[src/edrg_pkg.sv]
// Package of offsets, field layouts and reset values for the edge/geometry register bank
package edrg_pkg;
	// Register addresses on the serial control interface
	localparam logic [7:0] ADDR_ACTIVE_BLOCK = 8'h20;
	localparam logic [7:0] ADDR_LINE_LOW = 8'h21;
	localparam logic [7:0] ADDR_LINE_LENGTH = 8'h22;
	localparam logic [7:0] ADDR_STROBE_SHIFT = 8'h23;
	localparam logic [7:0] ADDR_SPARE_SHIFT = 8'h24;
	localparam logic [7:0] ADDR_EDGE_MATCH = 8'hf1;
	localparam logic [7:0] ADDR_EDGE_THRESH = 8'hf2;
	localparam logic [7:0] ADDR_EDGE_COMP = 8'hf3;

	// Field positions (low bit) and widths
	localparam int REGION_MATCH_LSB = 0;
	localparam int DIST_MATCH_LSB = 2;
	localparam int MATCH_FACTOR_W = 2;
	localparam int LUMA_STEP_LSB = 4;
	localparam int FILTER_MIN_LSB = 0;
	localparam int NIBBLE_W = 4;
	localparam int RUN_LEN_LSB = 4;
	localparam int RUN_LEN_W = 2;
	localparam int COMP_OFFSET_LSB = 0;
	localparam int COMP_LIMIT_LSB = 4;
	localparam int BLOCK_COUNT_LSB = 0;
	localparam int BLOCK_COUNT_W = 6;
	localparam int LINE_HIGH_LSB = 6;
	localparam int LINE_HIGH_W = 2;
	localparam int LINE_TOTAL_W = 10;
	localparam int STROBE_SHIFT_LSB = 0;
	localparam int STROBE_SHIFT_W = 3;
	localparam int SPARE_SHIFT_LSB = 0;

	// Scaling of decoded values
	localparam int STEP_SCALE_SHIFT = 2;
	localparam logic [2:0] RUN_LEN_BASE = 3'h2;
	localparam logic [4:0] COMP_BASE = 5'h01;
	localparam logic [2:0] STROBE_NOMINAL_DELAY = 3'h4;

	// Reset contents of every register
	localparam logic [7:0] RESET_VALUE = 8'h00;
endpackage

[src/edrg_regs.sv]
// Edge de-interlacing and line geometry write-only register bank
//
// How it works
// - Edge match bits 1:0 pick region comparison weight 1, 1/2, 1/4 or 1/8.
// - Edge match bits 3:2 pick region-plus-distance weight 1, 1/2, 1/4, 1/8.
// - Edge match bits 7:4 give minimum luma step, 0 to 60 by 4.
// - Threshold bits 3:0 give minimum edge filter output, 0 to 60 by 4.
// - Threshold bits 5:4 give minimum run length 2, 3, 4 or 5.
// - Compensation bits 3:0 give offset 1 to 16; smaller compensates more.
// - Compensation bits 7:4 limit compensation factor on a 1 to 16 scale.
// - Line total is 10 bits: block register bits 7:6 over next register.
// - Fetch strobe shifts by 0, +1, +2, +3, -4, -3, -2, -1 pixels.
`timescale 1ns/1ps
module edrg_regs (
	input wire logic i_clk,
	input wire logic i_rst,
	input wire logic i_wr_en,
	input wire logic [7:0] i_wr_addr,
	input wire logic [7:0] i_wr_data,
	input wire logic i_fetch_strobe_ref,
	output logic [1:0] o_edge_region_match_factor,
	output logic [1:0] o_edge_distance_match_factor,
	output logic [5:0] o_edge_luma_step_min,
	output logic [5:0] o_edge_filter_min,
	output logic [2:0] o_edge_run_length_min,
	output logic [4:0] o_edge_comp_offset,
	output logic [4:0] o_edge_comp_limit,
	output logic [5:0] o_active_block_count,
	output logic [9:0] o_output_line_total,
	output logic [7:0] o_line_pixel_total_eighths,
	output logic [2:0] o_output_fetch_strobe_shift,
	output logic o_output_fetch_strobe
);
	logic [7:0] edge_match_q;
	logic [7:0] edge_thresh_q;
	logic [7:0] edge_comp_q;
	logic [7:0] block_line_q;
	logic [7:0] line_low_q;
	logic [7:0] line_len_q;
	logic [7:0] strobe_shift_q;
	logic [7:0] spare_shift_q;
	logic [3:0] luma_nib;
	logic [3:0] filt_nib;
	logic [1:0] run_code;
	logic [3:0] ofs_nib;
	logic [3:0] lim_nib;

	always_ff @(posedge i_clk) begin
		if (i_rst) begin
			edge_match_q <= edrg_pkg::RESET_VALUE;
			edge_thresh_q <= edrg_pkg::RESET_VALUE;
			edge_comp_q <= edrg_pkg::RESET_VALUE;
		end else if (i_wr_en) begin
			unique case (i_wr_addr)
				edrg_pkg::ADDR_EDGE_MATCH: begin
					edge_match_q <= i_wr_data;
				end
				edrg_pkg::ADDR_EDGE_THRESH: begin
					edge_thresh_q <= i_wr_data;
				end
				edrg_pkg::ADDR_EDGE_COMP: begin
					edge_comp_q <= i_wr_data;
				end
				default: begin
				end
			endcase
		end
	end

	always_ff @(posedge i_clk) begin
		if (i_rst) begin
			block_line_q <= edrg_pkg::RESET_VALUE;
			line_low_q <= edrg_pkg::RESET_VALUE;
			line_len_q <= edrg_pkg::RESET_VALUE;
			strobe_shift_q <= edrg_pkg::RESET_VALUE;
			spare_shift_q <= edrg_pkg::RESET_VALUE;
		end else if (i_wr_en) begin
			unique case (i_wr_addr)
				edrg_pkg::ADDR_ACTIVE_BLOCK: begin
					block_line_q <= i_wr_data;
				end
				edrg_pkg::ADDR_LINE_LOW: begin
					line_low_q <= i_wr_data;
				end
				edrg_pkg::ADDR_LINE_LENGTH: begin
					line_len_q <= i_wr_data;
				end
				edrg_pkg::ADDR_STROBE_SHIFT: begin
					strobe_shift_q <= i_wr_data;
				end
				edrg_pkg::ADDR_SPARE_SHIFT: begin
					spare_shift_q <= i_wr_data; // Reserved, kept but drives nothing
				end
				default: begin
				end
			endcase
		end
	end

	// Field extraction; unassigned bits are simply never read
	assign luma_nib = edge_match_q[edrg_pkg::LUMA_STEP_LSB +: edrg_pkg::NIBBLE_W];
	assign filt_nib = edge_thresh_q[edrg_pkg::FILTER_MIN_LSB +: edrg_pkg::NIBBLE_W];
	assign run_code = edge_thresh_q[edrg_pkg::RUN_LEN_LSB +: edrg_pkg::RUN_LEN_W];
	assign ofs_nib = edge_comp_q[edrg_pkg::COMP_OFFSET_LSB +: edrg_pkg::NIBBLE_W];
	assign lim_nib = edge_comp_q[edrg_pkg::COMP_LIMIT_LSB +: edrg_pkg::NIBBLE_W];

	assign o_edge_region_match_factor =
		edge_match_q[edrg_pkg::REGION_MATCH_LSB +: edrg_pkg::MATCH_FACTOR_W];
	assign o_edge_distance_match_factor =
		edge_match_q[edrg_pkg::DIST_MATCH_LSB +: edrg_pkg::MATCH_FACTOR_W];
	// luma step in units of four
	assign o_edge_luma_step_min = {luma_nib, 2'b00};
	// filter minimum in units of four
	assign o_edge_filter_min = {filt_nib, 2'b00};
	assign o_edge_run_length_min = 3'({1'b0, run_code} + edrg_pkg::RUN_LEN_BASE);
	assign o_edge_comp_offset = 5'({1'b0, ofs_nib} + edrg_pkg::COMP_BASE);
	assign o_edge_comp_limit = 5'({1'b0, lim_nib} + edrg_pkg::COMP_BASE);

	// block count passed on as written; range is the host's duty
	assign o_active_block_count =
		block_line_q[edrg_pkg::BLOCK_COUNT_LSB +: edrg_pkg::BLOCK_COUNT_W];
	// ten-bit line total across two registers
	assign o_output_line_total =
		{block_line_q[edrg_pkg::LINE_HIGH_LSB +: edrg_pkg::LINE_HIGH_W], line_low_q};
	// line length used without range clamping
	assign o_line_pixel_total_eighths = line_len_q;
	assign o_output_fetch_strobe_shift =
		strobe_shift_q[edrg_pkg::STROBE_SHIFT_LSB +: edrg_pkg::STROBE_SHIFT_W];

	edrg_strobe_shift u_strobe (
		.i_clk(i_clk),
		.i_rst(i_rst),
		.i_strobe(i_fetch_strobe_ref),
		.i_shift(o_output_fetch_strobe_shift),
		.o_strobe(o_output_fetch_strobe)
	);

	AST_REGION_FACTOR: assert property (@(posedge i_clk) disable iff (i_rst)
		i_wr_en && i_wr_addr == edrg_pkg::ADDR_EDGE_MATCH
		|=> o_edge_region_match_factor == $past(i_wr_data[1:0]))
		else $error("region factor not taken from bits 1:0");

	AST_DIST_FACTOR: assert property (@(posedge i_clk) disable iff (i_rst)
		i_wr_en && i_wr_addr == edrg_pkg::ADDR_EDGE_MATCH
		|=> o_edge_distance_match_factor == $past(i_wr_data[3:2]))
		else $error("distance factor not taken from bits 3:2");

	AST_LUMA_STEP: assert property (@(posedge i_clk) disable iff (i_rst)
		i_wr_en && i_wr_addr == edrg_pkg::ADDR_EDGE_MATCH && i_wr_data[7:4] == 4'hf
		|=> o_edge_luma_step_min == 6'h3c)
		else $error("luma step top code not 60");

	AST_FILTER_MIN: assert property (@(posedge i_clk) disable iff (i_rst)
		i_wr_en && i_wr_addr == edrg_pkg::ADDR_EDGE_THRESH
		|=> o_edge_filter_min == {$past(i_wr_data[3:0]), 2'b00})
		else $error("filter minimum wrong");

	AST_RUN_LENGTH: assert property (@(posedge i_clk) disable iff (i_rst)
		i_wr_en && i_wr_addr == edrg_pkg::ADDR_EDGE_THRESH
		|=> o_edge_run_length_min == 3'({1'b0, $past(i_wr_data[5:4])} + 3'h2))
		else $error("run length not code plus two");

	AST_COMP_OFFSET: assert property (@(posedge i_clk) disable iff (i_rst)
		i_wr_en && i_wr_addr == edrg_pkg::ADDR_EDGE_COMP
		|=> o_edge_comp_offset == {1'b0, $past(i_wr_data[3:0])} + 5'h01)
		else $error("compensation offset wrong");

	AST_COMP_LIMIT: assert property (@(posedge i_clk) disable iff (i_rst)
		i_wr_en && i_wr_addr == edrg_pkg::ADDR_EDGE_COMP && i_wr_data[7:4] == 4'hf
		|=> o_edge_comp_limit == 5'h10)
		else $error("compensation limit top code not 16");

	AST_LINE_TOTAL: assert property (@(posedge i_clk) disable iff (i_rst)
		i_wr_en && i_wr_addr == edrg_pkg::ADDR_ACTIVE_BLOCK
		|=> o_output_line_total[9:8] == $past(i_wr_data[7:6])
			&& o_active_block_count == $past(i_wr_data[5:0]))
		else $error("line total high bits or block count wrong");

	AST_HOLD_VALUE: assert property (@(posedge i_clk) disable iff (i_rst)
		!i_wr_en |=> $stable(o_output_line_total) && $stable(o_edge_comp_limit)
			&& $stable(o_line_pixel_total_eighths))
		else $error("register changed without a write");

	AST_SPARE_NO_EFFECT: assert property (@(posedge i_clk) disable iff (i_rst)
		i_wr_en && i_wr_addr == edrg_pkg::ADDR_SPARE_SHIFT
		|=> $stable(o_output_fetch_strobe_shift) && $stable(o_edge_filter_min))
		else $error("reserved register altered behaviour");

	// Whole-range checks; the top-code checks above miss a broken low code
	AST_LUMA_STEP_ALL: assert property (@(posedge i_clk) disable iff (i_rst)
		i_wr_en && i_wr_addr == edrg_pkg::ADDR_EDGE_MATCH
		|=> o_edge_luma_step_min == {$past(i_wr_data[7:4]), 2'b00})
		else $error("luma step not four times the code");

	AST_COMP_LIMIT_ALL: assert property (@(posedge i_clk) disable iff (i_rst)
		i_wr_en && i_wr_addr == edrg_pkg::ADDR_EDGE_COMP
		|=> o_edge_comp_limit == 5'({1'b0, $past(i_wr_data[7:4])} + 5'h01))
		else $error("compensation limit not code plus one");

	AST_LINE_LOW: assert property (@(posedge i_clk) disable iff (i_rst)
		i_wr_en && i_wr_addr == edrg_pkg::ADDR_LINE_LOW
		|=> o_output_line_total[7:0] == $past(i_wr_data))
		else $error("line total low byte wrong");

	AST_LINE_LENGTH: assert property (@(posedge i_clk) disable iff (i_rst)
		i_wr_en && i_wr_addr == edrg_pkg::ADDR_LINE_LENGTH
		|=> o_line_pixel_total_eighths == $past(i_wr_data))
		else $error("line length not the written byte");

	AST_SHIFT_CODE: assert property (@(posedge i_clk) disable iff (i_rst)
		i_wr_en && i_wr_addr == edrg_pkg::ADDR_STROBE_SHIFT
		|=> o_output_fetch_strobe_shift == $past(i_wr_data[2:0]))
		else $error("strobe shift code not taken from bits 2:0");

	AST_STROBE_NO_LAG: assert property (@(posedge i_clk) disable iff (i_rst)
		o_output_fetch_strobe_shift == 3'h4 |-> o_output_fetch_strobe == i_fetch_strobe_ref)
		else $error("minus four shift does not pass the strobe straight");
endmodule // edrg_regs

[src/edrg_strobe_shift.sv]
// Output fetch strobe shifter with a signed pixel offset
`timescale 1ns/1ps
module edrg_strobe_shift (
	input wire logic i_clk,
	input wire logic i_rst,
	input wire logic i_strobe,
	input wire logic [2:0] i_shift,
	output logic o_strobe
);
	logic [7:0] taps;
	logic [6:0] dly_q;
	logic [2:0] sel;

	// Delay line; tap n is the reference strobe n pixels late
	always_ff @(posedge i_clk) begin
		if (i_rst) begin
			dly_q <= 7'h00;
		end else begin
			dly_q <= {dly_q[5:0], i_strobe};
		end
	end

	// Negative shifts cannot look ahead, so the whole range rides on a nominal lag
	assign taps = {dly_q, i_strobe};
	assign sel = 3'(i_shift + edrg_pkg::STROBE_NOMINAL_DELAY);
	assign o_strobe = taps[sel];

	// Shift code 0 means exactly the nominal lag
	AST_STROBE_NOMINAL: assert property (@(posedge i_clk) disable iff (i_rst)
		(i_shift == 3'h0) && $stable(i_shift) ##0 $past(i_strobe, 4) |-> o_strobe == 1'b1)
		else $error("strobe at nominal lag missing");
endmodule // edrg_strobe_shift

[config.mk]
export PLATFORM = sky130hd
export DESIGN_NAME = edrg_regs
export DESIGN_NICKNAME = d
export VERILOG_FILES = /design/src/edrg_pkg.sv /design/src/edrg_regs.sv /design/src/edrg_strobe_shift.sv
export SDC_FILE = /design/constraint.sdc
export NUM_CORES = 1
export LEC_CHECK = 0
export CAP_MARGIN = 25
export CORE_ASPECT_RATIO = 0.5
export CORE_MARGIN = 10
export CORE_UTILIZATION = 55
export DETAILED_ROUTE_END_ITERATION = 10
export DONT_BUFFER_PORTS = 1
export PLACE_DENSITY = 0.7
export SLEW_MARGIN = 20
export SYNTH_ARGS = -nofsm -noshare
export SYNTH_HDL_FRONTEND = slang
export SYNTH_SLANG_ARGS = --single-unit
[constraint.sdc]
create_clock -name i_clk -period 1.1 [get_ports i_clk]
set_input_delay 0.055 -clock i_clk [delete_from_list [all_inputs] [get_ports i_clk]]
set_output_delay 0.055 -clock i_clk [all_outputs]
set_load 0.05 [all_outputs]
==> metrics.cfg <==
[finish]
nets = 291
layout_commonest_cell = nand2b_1
postLayoutCellArea_sq_mm = 0.003176
drive_above_1_share_pct = 34.81
fillers = 281
n_antenna_cell = 0
layout_common_cells = nand2b_1, mux2i_1, dfxtp_1, buf_4
fin_util_pct = 78.14
area_growth_pct = 31.78

[power_and_ir_drop]
seqPwrFrac_pct = 59.9
power_leakage_nw = 1.501
p_int_mw = 2.559
pwr_density_cell_mw_per_mm2 = 1064
p_sw_share_pct = 24.23
p_clk_share_pct = 34.6
p_comb_share_pct = 5.5
ir_worst_vdd_mv = 0.8063
p_sw_uw = 818.4

[outcome]
violations = setup timing
status = complete, but fails checks

[job]
cap_violations = 0

[grt]
grt_pass1_vias = 1774
top_usage_layer = met2
grt_max_degree = 57
antenna_found_initial = 0
use_met2_pct = 24.08
grtUsageTotal_pct = 15.30
use_met3_pct = 7.060
grt_use_met1_pct = 18.33
grt_pass1_wl_mm = 9.280
grt_overflow = 0

[drt]
drt-pass1-iter-count = 4
drt-wirelength-per-cell_um = 18.16
ant_nets = 0
route.detailed.drc = 0
viasPerCell = 5.151
num_vias = 1669
drt_iter0_drc = 55
finalWirelength_mm = 5.885

[sta]
fmax_mhz = 612.0
maxSlewViolCount = 0
hold_viol_final = 0
finalCritPeriodShare_pct = 148.5
fin_worst_skew_ps = 0.1306
grt_setup_unrepaired = yes
final-setup-viol-count = 9
finalSetupTns_ps = -1395
setup_ws_ps = -534.0
period_needed_ps = 1634

[yosys]
avgSynthCellArea_sq_um = 11.26
yosysSeqAreaShare_pct = 46.52
synth_cells = 214
netlist_area_sq_mm = 0.002410
ys_seq_elements = 56
synth_warnings = 0
ys_types = 28

[critical_path]
path_max_fanout = 4
path_cells = mux4_2, mux2_4
r2r_slack_ps = 290
endpoint_kind = primary output
slowest_stage = mux4_2
crit_path_start_kind = register
worstPathArrival_ps = 1580
crit_required_ps = 1040
max_stage_delay_ps = 490
critical_path_class = reg -> out
ff2ff_path_depth = 2
r2r-start = strobe_shift_q[0]
rr_endpoint = strobe_shift_q[0]

[floorplanning]
chipHeight_um = 66.81
io_pins = 77
die_w_um = 113.6
floorplan.rows = 16
dieArea_sq_mm = 0.007590
initial_core_util_pct = 59.30
core_sq_mm = 0.004064

[placed_design]
numPortBuffers = 0
dp_hpwl_mm = 4.114
place.gp.congestion = 0.7417
dp_slack_ps = -175.7
postPlaceCellArea_sq_mm = 0.002900

[clock_network]
clk_pin_slew_worst_paths_ps = 120
cts.path.max_buffers = 2
h-tree-depth = 2
insertion_delay_ps = 320
cts_buffers = 5
cts_tree = built
cts_sinks = 56
cts-root-buf = clkbuf_8

[worst_hold_path]
hp-class = in -> reg
whs_endpoint = u_strobe.dly_q[5]
min_from = i_rst
min_path_cells = 2

## critical path, delay by kind of cell (launching register included)
kind,cells,cell delay [ps]
flip-flops,1,390
multiplexers,2,860
## per-layer routing
metal	wire (um)	vias up
met1	2678	802
met4	36	0
met5	0	-
met3	489	5
li1	-	815
met2	2681	47
## kinds of logic (layout without fill, tap and decap cells)
kind of cell / Yosys count / in the layout / share of synthesized area [%]
other cells: 1 / 4 / 0.1556
xor+xnor: 4 / 4 / 1.454
flops: 56 / 56 / 46.52
simple gates: 81 / 81 / 23.52
buf+inv: 18 / 71 / 4.465
mux: 52 / 52 / 22.85
fa+ha+maj: 2 / 2 / 1.038
## Yosys cell counts
master	instances	share of area [%]
clkbuf_1	6	0.93
mux2_2	1	0.47
xor2_1	2	0.73
xnor2_1	2	0.73
conb_1	1	0.16
nor2b_1	7	1.8
nor4_1	1	0.26
nor4b_2	1	0.62
nand3_4	1	0.73
and3_1	3	0.78
and4bb_2	1	0.52
and4bb_1	1	0.52
buf_4	4	1.2
nand3b_1	4	1.2
mux2i_1	49	20
dfxtp_1	56	47
nand2b_1	56	15
ha_1	2	1.0
mux4_2	1	0.93
nor4b_4	1	0.99
or2b_1	1	0.31
inv_1	3	0.47
buf_2	2	0.42
nand3_1	2	0.42
mux4_1	1	1.1
nand3_2	1	0.42
and4_1	1	0.36
buf_6	3	1.4
## repair_timing
action	in CTS	in global routing
hold buffers	3	0
pin swaps	5	2
endpoints found under the setup margin	9	11
resized for setup	22	7
buffers inserted	2	0
hold endpoints to repair	56	0
## power by group through the flow
stage	clock [mW]	combinational, mW	sequential (mW)
global route	1.27	0.198	2.03
global placement	0	0.148	2.08
finish	1.17	0.187	2.02
CTS	1.18	0.186	2.02
detailed placement	0	0.149	2.08
floorplan	0	0.148	2.09
## how the worst max path moves through the flow
stage               slack [ps]  depth (start not counted)                     to               from
finish                    -530                          2  o_output_fetch_strobe  strobe_shift_q[0]
CTS                       -540                          2  o_output_fetch_strobe  strobe_shift_q[0]
floorplan                 -260                          2  o_output_fetch_strobe  strobe_shift_q[0]
global route              -580                          2  o_output_fetch_strobe  strobe_shift_q[0]
global placement          -160                          2  o_output_fetch_strobe  strobe_shift_q[0]
detailed placement        -180                          2  o_output_fetch_strobe  strobe_shift_q[0]
## area by class of cell
cell class | count | area, sq um | share of cell area, %
well taps | 54 | 67.56 | 2.128
multi-input cells | 143 | 1294 | 40.74
repair buffers | 60 | 554.3 | 17.45
flip-flops and latches | 56 | 1146 | 36.09
inverters | 3 | 18.77 | 0.5910
clock inverters | 3 | 26.28 | 0.8274
clock buffers | 5 | 68.82 | 2.167
## flip-flops by register name, summed over array words and instances (netlist names)
name / count
edge_thresh_q: 6
line_low_q: 8
o_line_pixel_total_eighths: 8
u_strobe.dly_q: 7
block_line_q: 8
strobe_shift_q: 3
edge_comp_q: 8
edge_match_q: 8
## metrics by stage
stage	total power, mW	cells	hold slack [ps]
after floorplan	2.236	217	183.2
after global placement	2.229	311	133.1
after detailed placement	2.231	311	133.9
after CTS	3.393	324	21.08
after global routing	3.491	324	36.00
final	3.377	324	22.00
Power figures use the tool's default switching activity.
